===== config.mk =====
export PLATFORM = sky130hd
export DESIGN_NAME = lpm_top
export DESIGN_NICKNAME = d
export VERILOG_FILES = /design/src/rtl/lpm_pkg.sv /design/src/rtl/lpm_wake.sv /design/src/rtl/lpm_top.sv
export VERILOG_INCLUDE_DIRS = /design/src /design/src/rtl
export SDC_FILE = /design/constraint.sdc
export NUM_CORES = 1
export LEC_CHECK = 0
export BUFFER_PORTS_ARGS = -buffer_cell sky130_fd_sc_hd__buf_2
export CORE_ASPECT_RATIO = 0.9
export CORE_UTILIZATION = 45
export DETAILED_ROUTE_END_ITERATION = 10
export PLACE_DENSITY = 0.84
export REMOVE_ABC_BUFFERS = 1
export SYNTH_ARGS = -nofsm -noshare
export SYNTH_HDL_FRONTEND = slang
export SYNTH_HIERARCHICAL = 1
export SYNTH_SLANG_ARGS = --single-unit

===== constraint.sdc =====
create_clock -name clk -period 3.4 [get_ports clk]
set_input_delay 0.34 -clock clk [delete_from_list [all_inputs] [get_ports clk]]
set_output_delay 0.34 -clock clk [all_outputs]
set_load 0.01 [all_outputs]

===== src/rtl/lpm_map.svh =====
`ifndef LPM_MAP_SVH
`define LPM_MAP_SVH
`define LPM_OFF_PROT 12'h000
`define LPM_OFF_SBY 12'h004
`define LPM_OFF_MSTP 12'h008
`define LPM_OFF_DPS 12'h00c
`define LPM_OFF_LVD 12'h010
`define LPM_OFF_CGC 12'h014
`define LPM_OFF_STAT 12'h018
`define LPM_PROT_KEY 8'ha5
`define LPM_PROT_MASK 8'h0b
`define LPM_BIT_CLK_WE 0
`define LPM_BIT_MODE_WE 1
`define LPM_BIT_VMON_WE 3
`define LPM_BIT_SBSEL 15
`define LPM_BIT_BUS_OE 14
`define LPM_BIT_ACS_EN 31
`define LPM_BIT_POD_IE 16
`define LPM_BIT_BCLK 30
`define LPM_BIT_DPSE 7
`define LPM_DCUT_FULL 2'b11
`define LPM_BIT_M1RI 0
`define LPM_BIT_M2RI 1
`define LPM_MOD_TMR 0
`define LPM_MOD_POD 1
`define LPM_RST_PROT 8'h00
`define LPM_RST_SBSEL 1'b0
`define LPM_RST_BUS_OE 1'b1
`define LPM_RST_CGC 8'h00
`endif


===== src/rtl/lpm_pkg.sv =====
package lpm_pkg;

   typedef enum logic [4:0] {
      LPM_RUN = 5'b00001,
      LPM_SLEEP = 5'b00010,
      LPM_ACS = 5'b00100,
      LPM_SSTBY = 5'b01000,
      LPM_DSTBY = 5'b10000
   } lpm_mode_e;

   // Peripheral bits: timer, alarm, periodic, watchdog, usb, mon1, mon2,
   // oscillator stop.
   typedef struct packed {
      logic nmi;
      logic [15:0] irq;
      logic [7:0] periph;
   } lpm_wake_s;

   typedef struct packed {
      logic bclk_keep;
      logic tmr_pins_keep;
      logic rtc_pins_keep;
      logic bus_hold;
      logic bus_hiz;
   } lpm_pin_s;

endpackage


===== src/rtl/lpm_wake.sv =====
`timescale 1ns/1ps
`include "lpm_map.svh"
module lpm_wake
   import lpm_pkg::*;
(
   input wire logic clk,
   input wire logic rst_n,
   input lpm_wake_s src,
   input lpm_mode_e mode,
   input wire logic pod_event,
   input wire logic pod_irq_en,
   output logic wake_req,
   output logic pod_irq_q,
   output logic pod_pend_q
);
   logic any_src;
   logic pod_hit;

   assign any_src = src.nmi | (|src.irq) | (|src.periph);
   assign pod_hit = pod_event & pod_irq_en;

   always_comb begin
      case (mode)
         LPM_SLEEP: wake_req = any_src | pod_hit;
         LPM_ACS, LPM_SSTBY, LPM_DSTBY: wake_req = any_src;
         default: wake_req = 1'b0;
      endcase
   end

   // The event is latched in clock stop and only delivered after return.
   always_ff @(posedge clk or negedge rst_n) begin
      if (!rst_n) begin
         pod_pend_q <= 1'b0;
      end else if (mode == LPM_ACS && pod_hit) begin
         pod_pend_q <= 1'b1;
      end else if (mode == LPM_RUN) begin
         pod_pend_q <= 1'b0;
      end
   end

   always_ff @(posedge clk or negedge rst_n) begin
      if (!rst_n) begin
         pod_irq_q <= 1'b0;
      end else begin
         pod_irq_q <= (mode == LPM_RUN) && (pod_hit || pod_pend_q);
      end
   end
endmodule // lpm_wake


===== src/rtl/lpm_top.sv =====
// Implementation choices: the APB interface to the registers and the address map.
`timescale 1ns/1ps
`include "lpm_map.svh"
module lpm_top
   import lpm_pkg::*;
#(
   parameter int NMOD = 3
)(
   input wire logic clk,
   input wire logic arst_n,
   input wire logic psel,
   input wire logic penable,
   input wire logic pwrite,
   input wire logic [11:0] paddr,
   input wire logic [31:0] pwdata,
   input wire logic [3:0] pstrb,
   output logic [31:0] prdata,
   output logic pready,
   output logic pslverr,
   input wire logic wait_exec,
   input wire logic code_flash_pe_entry,
   input wire logic data_flash_pe_entry,
   input wire logic nmi_pin,
   input wire logic [15:0] external_pin_interrupt,
   input wire logic [7:0] periph_irq,
   input wire logic pod_event,
   input wire logic rtc_running,
   output lpm_mode_e mode_q,
   output logic [NMOD-1:0] mod_clk_en_q,
   output logic [NMOD-1:0] mod_pwr_q,
   output lpm_pin_s pins_q,
   output logic vdet_stop_q,
   output logic por_lowpwr_q,
   output logic [7:0] clk_gen_cfg_q,
   output logic pod_irq_q
);
   localparam logic [NMOD-1:0] ACS_OPT =
      NMOD'((1 << `LPM_MOD_TMR) | (1 << `LPM_MOD_POD));

   // ---------------------------------------------------------------
   // Reset release and pin synchronisers
   // ---------------------------------------------------------------
   logic rst_s1_q;
   logic rst_n;
   logic [16:0] pin_s1_q;
   logic [16:0] pin_s2_q;

   always_ff @(posedge clk or negedge arst_n) begin
      if (!arst_n) begin
         rst_s1_q <= 1'b0;
         rst_n <= 1'b0;
      end else begin
         rst_s1_q <= 1'b1;
         rst_n <= rst_s1_q;
      end
   end

   always_ff @(posedge clk or negedge rst_n) begin
      if (!rst_n) begin
         pin_s1_q <= 17'h00000;
         pin_s2_q <= 17'h00000;
      end else begin
         pin_s1_q <= {nmi_pin, external_pin_interrupt};
         pin_s2_q <= pin_s1_q;
      end
   end

   // ---------------------------------------------------------------
   // Register state
   // ---------------------------------------------------------------
   logic [7:0] prot_q;
   logic sbsel_q;
   logic bus_oe_q;
   logic acs_en_q;
   logic bclk_sel_q;
   logic [NMOD-1:0] mod_en_q;
   logic dpse_q;
   logic [1:0] dcut_q;
   logic m1ri_q;
   logic m2ri_q;
   logic pod_irq_en_q;

   logic acc;
   logic acc_wr;
   logic key_ok;
   logic wr_prot;
   logic wr_sby;
   logic wr_mstp;
   logic wr_dps;
   logic wr_lvd;
   logic wr_cgc;
   logic mapped;
   logic [31:0] rdata_d;

   function automatic logic is_map(logic [11:0] a);
      is_map = a == `LPM_OFF_PROT || a == `LPM_OFF_SBY ||
         a == `LPM_OFF_MSTP || a == `LPM_OFF_DPS ||
         a == `LPM_OFF_LVD || a == `LPM_OFF_CGC || a == `LPM_OFF_STAT;
   endfunction

   assign acc = psel & penable & pready;
   assign acc_wr = acc & pwrite;
   assign mapped = is_map(paddr);
   assign key_ok = pwdata[15:8] == `LPM_PROT_KEY && pstrb[1:0] == 2'b11;
   assign wr_prot = acc_wr && paddr == `LPM_OFF_PROT && key_ok;
   assign wr_sby = acc_wr && paddr == `LPM_OFF_SBY &&
      prot_q[`LPM_BIT_MODE_WE];
   assign wr_mstp = acc_wr && paddr == `LPM_OFF_MSTP &&
      prot_q[`LPM_BIT_MODE_WE];
   assign wr_dps = acc_wr && paddr == `LPM_OFF_DPS &&
      prot_q[`LPM_BIT_MODE_WE];
   assign wr_lvd = acc_wr && paddr == `LPM_OFF_LVD &&
      prot_q[`LPM_BIT_VMON_WE];
   assign wr_cgc = acc_wr && paddr == `LPM_OFF_CGC &&
      (prot_q[`LPM_BIT_CLK_WE] | prot_q[`LPM_BIT_MODE_WE]);

   always_ff @(posedge clk or negedge rst_n) begin
      if (!rst_n) begin
         prot_q <= `LPM_RST_PROT;
      end else if (wr_prot) begin
         prot_q <= pwdata[7:0] & `LPM_PROT_MASK;
      end
   end

   always_ff @(posedge clk or negedge rst_n) begin
      if (!rst_n) begin
         sbsel_q <= `LPM_RST_SBSEL;
         bus_oe_q <= `LPM_RST_BUS_OE;
      end else if (wr_sby) begin
         sbsel_q <= pwdata[`LPM_BIT_SBSEL];
         bus_oe_q <= pwdata[`LPM_BIT_BUS_OE];
      end
   end

   always_ff @(posedge clk or negedge rst_n) begin
      if (!rst_n) begin
         acs_en_q <= 1'b0;
         bclk_sel_q <= 1'b0;
         pod_irq_en_q <= 1'b0;
         mod_en_q <= '0;
      end else if (wr_mstp) begin
         acs_en_q <= pwdata[`LPM_BIT_ACS_EN];
         bclk_sel_q <= pwdata[`LPM_BIT_BCLK];
         pod_irq_en_q <= pwdata[`LPM_BIT_POD_IE];
         mod_en_q <= pwdata[NMOD-1:0];
      end
   end

   always_ff @(posedge clk or negedge rst_n) begin
      if (!rst_n) begin
         dpse_q <= 1'b0;
         dcut_q <= 2'b00;
      end else if (wr_dps) begin
         dpse_q <= pwdata[`LPM_BIT_DPSE];
         dcut_q <= pwdata[1:0];
      end
   end

   always_ff @(posedge clk or negedge rst_n) begin
      if (!rst_n) begin
         m1ri_q <= 1'b0;
         m2ri_q <= 1'b0;
      end else if (wr_lvd) begin
         m1ri_q <= pwdata[`LPM_BIT_M1RI];
         m2ri_q <= pwdata[`LPM_BIT_M2RI];
      end
   end

   always_ff @(posedge clk or negedge rst_n) begin
      if (!rst_n) begin
         clk_gen_cfg_q <= `LPM_RST_CGC;
      end else if (wr_cgc) begin
         clk_gen_cfg_q <= pwdata[7:0];
      end
   end

   // ---------------------------------------------------------------
   // Bus answer: one wait state, data and error held with pready
   // ---------------------------------------------------------------
   logic pod_pend;

   always_comb begin
      rdata_d = 32'h00000000;
      case (paddr)
         `LPM_OFF_PROT: rdata_d[7:0] = prot_q;
         `LPM_OFF_SBY: begin
            rdata_d[`LPM_BIT_SBSEL] = sbsel_q;
            rdata_d[`LPM_BIT_BUS_OE] = bus_oe_q;
         end
         `LPM_OFF_MSTP: begin
            rdata_d[`LPM_BIT_ACS_EN] = acs_en_q;
            rdata_d[`LPM_BIT_BCLK] = bclk_sel_q;
            rdata_d[`LPM_BIT_POD_IE] = pod_irq_en_q;
            rdata_d[NMOD-1:0] = mod_en_q;
         end
         `LPM_OFF_DPS: begin
            rdata_d[`LPM_BIT_DPSE] = dpse_q;
            rdata_d[1:0] = dcut_q;
         end
         `LPM_OFF_LVD: rdata_d[1:0] = {m2ri_q, m1ri_q};
         `LPM_OFF_CGC: rdata_d[7:0] = clk_gen_cfg_q;
         `LPM_OFF_STAT: rdata_d[12:0] = {data_flash_pe_entry,
            code_flash_pe_entry, por_lowpwr_q, vdet_stop_q, pod_pend,
            3'b000, mode_q};
         default: rdata_d = 32'h00000000;
      endcase
   end

   always_ff @(posedge clk or negedge rst_n) begin
      if (!rst_n) begin
         pready <= 1'b0;
         pslverr <= 1'b0;
         prdata <= 32'h00000000;
      end else begin
         pready <= psel & penable & ~pready;
         pslverr <= psel & penable & ~pready & ~mapped;
         if (psel && penable && !pready && !pwrite) begin
            prdata <= rdata_d;
         end
      end
   end

   // ---------------------------------------------------------------
   // Mode selection on wait and return on wake
   // ---------------------------------------------------------------
   logic flash_pe;
   logic wake_req;
   lpm_mode_e mode_d;
   lpm_wake_s wsrc;

   assign flash_pe = code_flash_pe_entry | data_flash_pe_entry;
   assign wsrc = '{nmi: pin_s2_q[16], irq: pin_s2_q[15:0],
      periph: periph_irq};

   function automatic lpm_mode_e entry_mode(logic sbsel, logic acs_en,
      logic fpe, logic dpse, logic ri);
      if (fpe) begin
         entry_mode = LPM_SLEEP;
      end else if (sbsel) begin
         entry_mode = (dpse && !ri) ? LPM_DSTBY : LPM_SSTBY;
      end else if (acs_en) begin
         entry_mode = LPM_ACS;
      end else begin
         entry_mode = LPM_SLEEP;
      end
   endfunction

   always_comb begin
      case (mode_q)
         LPM_RUN: mode_d = wait_exec ?
            entry_mode(sbsel_q, acs_en_q, flash_pe, dpse_q, m1ri_q | m2ri_q) :
            LPM_RUN;
         LPM_SLEEP, LPM_ACS, LPM_SSTBY, LPM_DSTBY:
            mode_d = wake_req ? LPM_RUN : mode_q;
         default: mode_d = LPM_RUN;
      endcase
   end

   always_ff @(posedge clk or negedge rst_n) begin
      if (!rst_n) begin
         mode_q <= LPM_RUN;
      end else begin
         mode_q <= mode_d;
      end
   end

   lpm_wake u_wake (
      .clk(clk),
      .rst_n(rst_n),
      .src(wsrc),
      .mode(mode_q),
      .pod_event(pod_event),
      .pod_irq_en(pod_irq_en_q),
      .wake_req(wake_req),
      .pod_irq_q(pod_irq_q),
      .pod_pend_q(pod_pend)
   );

   // ---------------------------------------------------------------
   // Module clocks, power and pin states per mode
   // ---------------------------------------------------------------
   function automatic logic [NMOD-1:0] run_mask(lpm_mode_e m,
      logic [NMOD-1:0] en);
      case (m)
         LPM_RUN: run_mask = '1;
         LPM_SLEEP: run_mask = en;
         LPM_ACS: run_mask = en & ACS_OPT;
         default: run_mask = '0;
      endcase
   endfunction

   logic retained_d;
   logic stby_d;
   logic [NMOD-1:0] run_d;

   assign run_d = run_mask(mode_d, mod_en_q);
   assign retained_d = mode_d == LPM_ACS || mode_d == LPM_SSTBY ||
      mode_d == LPM_DSTBY;
   assign stby_d = mode_d == LPM_SSTBY || mode_d == LPM_DSTBY;

   always_ff @(posedge clk or negedge rst_n) begin
      if (!rst_n) begin
         mod_clk_en_q <= '1;
         mod_pwr_q <= '1;
      end else begin
         mod_clk_en_q <= run_d;
         mod_pwr_q <= (mode_d == LPM_DSTBY) ? '0 : '1;
      end
   end

   always_ff @(posedge clk or negedge rst_n) begin
      if (!rst_n) begin
         pins_q <= '0;
      end else begin
         pins_q.bclk_keep <= retained_d & bclk_sel_q;
         pins_q.tmr_pins_keep <= retained_d & run_d[`LPM_MOD_TMR];
         pins_q.rtc_pins_keep <= retained_d & rtc_running;
         pins_q.bus_hold <= stby_d & bus_oe_q;
         pins_q.bus_hiz <= stby_d & ~bus_oe_q;
      end
   end

   always_ff @(posedge clk or negedge rst_n) begin
      if (!rst_n) begin
         vdet_stop_q <= 1'b0;
         por_lowpwr_q <= 1'b0;
      end else begin
         vdet_stop_q <= mode_d == LPM_DSTBY && dcut_q == `LPM_DCUT_FULL;
         por_lowpwr_q <= mode_d == LPM_DSTBY &&
            dcut_q == `LPM_DCUT_FULL;
      end
   end
endmodule // lpm_top


**Yosys cells after proc, flatten, opt, wreduce, memory -nomap -nowiden**

Cells that the tools add are included.

- Output and inout bits: 61
- Bits in registers: 99
- Logic and storage cells: 128

- Equal/unequal tests: 19
- Multiplexer cells: 20
- Reductions and logical operators: 39
- Bitwise logic cells: 20

Operator list:

| cell | number |
|---|---|
| $eq 12x5->1 const B | 3 |
| $mux 5 | 6 |
| $eq 12x4->1 const B | 2 |
| $logic_and 1x1->1 | 20 |
| $reduce_or 16->1 | 1 |
| $eq 12x3->1 const B | 1 |
| $logic_not 12->1 | 1 |
| $pmux 2 s6 | 1 |
| $pmux 4 s3 | 1 |
| $and 1x1->1 | 11 |
| $eq 5x1->1 const B | 2 |
| $eq 5x2->1 const B | 2 |
| $eq 5x3->1 const B | 2 |
| $eq 5x4->1 const B | 2 |
| $eq 5x5->1 const B | 2 |
| $logic_or 1x1->1 | 10 |
| $pmux 5 s2 | 1 |
| $pmux 3 s3 | 1 |
| $eq 8x8->1 const B | 1 |
| $reduce_or 8->1 | 1 |
| $mux 3 | 2 |
| $or 1x1->1 | 6 |
| $eq 2x2->1 const B | 2 |
| $mux 2 | 2 |
| other kinds (8) | 15 |

**Depth between registers and ports, before layout**

- Depth in word-level cells: 12
- Mapped depth: 9
- Depth with buffers taken out: 9

**Modules after synthesis**

Netlist, hierarchy kept.

By module, submodules not included:

| module | cells each | instances | seq. area each (µm²) | area an instance (µm²) |
|---|---|---|---|---|
| lpm_top | 279 | 1 | 2,359.8 | 3,716.1 |
| lpm_wake | 26 | 1 | 50.0 | 222.7 |

**Worst setup path after synthesis**

OpenSTA, ideal clock, no wires.

- Kind: reg-to-reg
- From: reg pin_s2_q[1]
- To: reg pins_q[1] (netlist name)
- Stages on the path, launching flop included: 8
- Setup slack: 1.539 ns
- Data arrival time: 1.742 ns
- Period minus slack after synthesis: 1.861 ns
- Setup time: 0.120 ns
- Path through: dfrtp_1 nor4_2 nand4_1 o31ai_1 o41ai_1 nor4_1 a22oi_1 and3_1

- Word-level cells in the longest chain between the ends: 10
- Elaborated cells between the ends (all ways): 11
- Those cells by class: eq/ne (2); mux (3); bitwise (4); reduce/logical (2)

Ends and longest elaborated chain:

| item | line | text |
|---|---|---|
| start, declared | lpm_top.sv:46 | `logic [16:0] pin_s2_q;` |
| start signal, assigned | lpm_top.sv:64 | `pin_s2_q <= pin_s1_q;` |
| $reduce_or 16->1 * | lpm_wake.sv:19 | `assign any_src = src.nmi \| (\|src.irq) \| (\|src.periph);` |
| $or 1x1->1 * (2 in a row) | lpm_wake.sv:19 |  |
| $or 1x1->1 | lpm_wake.sv:24 | `LPM_SLEEP: wake_req = any_src \| pod_hit;` |
| $pmux 1 s2 * | lpm_wake.sv:23 | `case (mode)` |
| via wake_req | lpm_top.sv:227 | `logic wake_req;` |
| $mux 5 * | lpm_top.sv:254 | `mode_d = wake_req ? LPM_RUN : mode_q;` |
| $pmux 5 s2 * | lpm_top.sv:249 | `case (mode_q)` |
| $eq 5x4->1 or $eq 5x5->1 (tied branches) | lpm_top.sv:299 | `assign stby_d = mode_d == LPM_SSTBY \|\| mode_d == LPM_DSTBY;` |
| $logic_or 1x1->1 * | lpm_top.sv:299 |  |
| $and 1x1->1 * | lpm_top.sv:318 | `pins_q.bus_hold <= stby_d & bus_oe_q;` |
| end, declared | lpm_top.sv:31 | `output lpm_pin_s pins_q,` |

The timed path passes the listed nets; every way through them passes the cells marked *.
A chain may end at the register's enable or synchronous reset.

**Worst setup path in the final report**

- From: reg pin_s2_q[6]
- To: reg pins_q[1] (netlist name)

The elaborated chain is that of the path after synthesis.

==> summary.txt <==
Run status
  – Status: completed

Routing
  – Final ANT Viol Nets: 0
  – Initial DRC Count: 209
  – Via count: 2779
  – Via density: 5.18
  – Final wirelength: 8.55 mm
  – Drt pass-1 iters: 5
  – DRC viols: 0
  – Routed len/inst: 16.0 um

Logic synthesis
  – Cell variety after synth: 58
  – Post-Synthesis Cells: 305
  – EDFF count, synth: 0
  – Warnings, synthesis: 6
  – Yosys top cell by area: dfrtp_1
  – Seq cells post-synth: 96
  – Most common cell in the netlist: dfrtp_1
  – Ys async rst share: 100%
  – Yosys top cell area share: 57.2%
  – Ys flop type: dfrtp_1
  – Sequential fraction of the synthesis area: 61.2%
  – Top area cells in the synthesized netlist: dfrtp_1, mux2_2, dfstp_2, buf_4, o21ai_0
  – Syn_area_per_cell: 12.9 um2
  – Post-Syn Area: 3940 um2
  – Post-synth top cells: dfrtp_1, mux2_2, buf_4, nand2_1, o21ai_0

Clock tree
  – Clock latency on the worst-skew pair: 0.37 ns
  – Reg clk slew, reported paths: 0.11 ns
  – Total CTS buffers: 9
  – Clk buf depth: 2
  – Root Buffer: clkbuf_8
  – H-tree depth: 3
  – CTS tree: done
  – Num Clock Sinks: 96

Global route
  – Vias in the first global route: 2741
  – Initial antenna violation count: 0
  – First-pass GRT wire length: 13.9 mm
  – GRT Total Usage: 20.2%
  – Grt total ovfl: 0
  – Pin count of the biggest net entering global routing: 95

Worst setup path
  – Crit path launch type: flip-flop
  – CP max FO: 4
  – Arrival time at the worst endpoint: 2.56 ns
  – Critical path class: flip-flop to flip-flop
  – Worst endpoint required time: 3.66 ns
  – Worst Setup End Kind: flip-flop

Min path
  – Hold Crit Class: input pin to flip-flop

Place
  – # port buffers: 114
  – Post-DP HPWL: 6.31 mm
  – Final Wtd Congestion: 0.892

Pwr
  – Max VDD drop: 0.000282 V
  – PnR Total Power: 0.00233 W
  – Cell Pwr Density: 493 nW/um2
  – Lkg Pwr: 2.35 nW

Floorplan
  – IO Count: 144
  – # rows: 31
  – Core area: 8260 um2
  – Die X: 101 um
  – Die ar.: 9130 um2
  – Height of the chip: 90.8 um
  – Starting density of the core: 47.7%

STA
  – Max Clock Skew: 0.0122 ns
  – Final hold vios: 0
  – Worst-margin pin slew: 1.16 ns
  – Minimum clock period: 2.30 ns
  – Slew HR: 22.7%
  – Period utilization: 67.7%
  – FMAX: 434 MHz
  – Final setup vio count: 0
  – Pins Over Slew Limit: 0
  – Setup TNS: 0 ns
  – RSZ-0062 raised after global routing: false

Layout
  – Layout cell share with drive strength beyond 1: 42.0%
  – Synthesis-to-finish area growth: 20.2%
  – Nets: 499
  – Inserted Diodes: 0

Job
  – Max_cap viols: 0
worst max-delay path, stage by stage, from the launching register on:
cell	delay, ns
dfrtp_1	0.39
nor4_2	0.31
nand4_1	0.19
o31ai_1	0.29
o41ai_1	0.17
nor4_1	0.40
a22oi_1	0.20
and3_1	0.23
power breakdown:
| part | internal, W | total (W) | switching [W] | leakage, nW |
|---|---|---|---|---|
| logic | 0.000119 | 0.000266 | 0.000147 | 1.02 |
| registers | 0.00122 | 0.00130 | 0.0000786 | 1.23 |
| clock network | 0.000354 | 0.000772 | 0.000418 | 0.103 |
| total | 0.00169 | 0.00233 | 0.000644 | 2.35 |
final cells by class:
| cell class | instances | area, um2 |
|---|---|---|
| fill | 704 | 3530 |
| clock buffer | 9 | 124 |
| sequential | 96 | 2410 |
| tap | 115 | 144 |
| multi-input combinational | 187 | 1360 |
| timing repair buffer | 115 | 581 |
| clock inverter | 7 | 83.8 |
| inverter | 7 | 26.3 |
final timing paths:
path / slack, ns / startpoint / to / cells past startpoint
setup / recovery: 1.10 / pin_s2_q[6] / pins_q[1] / 7
hold / removal: 0.07 / external_pin_interrupt[11] / pin_s1_q[11] / 1
setup reg to reg: 1.10 / pin_s2_q[6] / pins_q[1] / 7
hold reg to reg: 0.34 / pin_s1_q[10] / pin_s2_q[10] / 0
max in group asynchronous: 2.10 / rst_n / pslverr / 0
min in group asynchronous: 0.27 / arst_n / rst_n / 2
kinds of logic after synthesis:
| kind of cell | after synthesis | share of synthesized area (%) |
|---|---|---|
| buf+inv | 35 | 5.43 |
| mux | 29 | 8.16 |
| compound gates | 50 | 9.37 |
| simple gates | 90 | 15.0 |
| xor+xnor | 3 | 0.667 |
| flops | 96 | 61.2 |
| other cells | 2 | 0.191 |
timing repair:
action | CTS | global route
resized for setup | 0 | 0
hold buffers | 1 | 0
endpoints found under the hold margin | 2 | 0
setup buffers | 0 | 0
per-stage QoR:
step / instance area, um2 / utilization (%) / std cells / hold WS (ns) / worst slack [ns]
floorplan: 3800 / - / 290 / 0.0444 / 0.538
global placement: 4520 / 54.7 / 519 / 0.127 / 1.25
detailed placement: 4520 / 54.7 / 519 / 0.126 / 1.15
CTS: 4740 / 57.3 / 536 / 0.0547 / 1.09
global route: 4740 / 57.3 / 536 / 0.0515 / 0.930
finish: 4740 / 57.3 / 536 / 0.0681 / 1.10
registers in the layout (all words and copies together), names as in the netlist, 2 cells and up:
register,flops
pin_s1_q,17
pin_s2_q,17
prdata,17
clk_gen_cfg_q,8
mode_q,5
pins_q,5
mod_clk_en_q,3
mod_en_q,3
prot_q,3
dcut_q,2
cells in the final DEF (no fill, tap or decap), types with 5 or more instances in the layout:
cell and instances:
buf_2 114, dfrtp_1 89, mux2_2 25, o21ai_0 18
nand2_1 18, conb_1 15, nor2_1 9, nor3_1 9
clkbuf_8 9, inv_1 7, a22o_1 7, nand3_1 6
dfstp_2 6, a32o_1 5, nand3b_1 5, and2_1 5
routing by layer:
| metal | part of all wire (%) | global-route usage (%) | routed length, um |
|---|---|---|---|
| met2 | 50 | 32.7 | 4240 |
| met3 | 4.4 | 3.48 | 377 |
| met1 | 45 | 26.8 | 3810 |
| met4 | 1.5 | 8.09 | 126 |
| met5 | 0 | 0 | 0 |
Power figures use the tool's default switching activity.
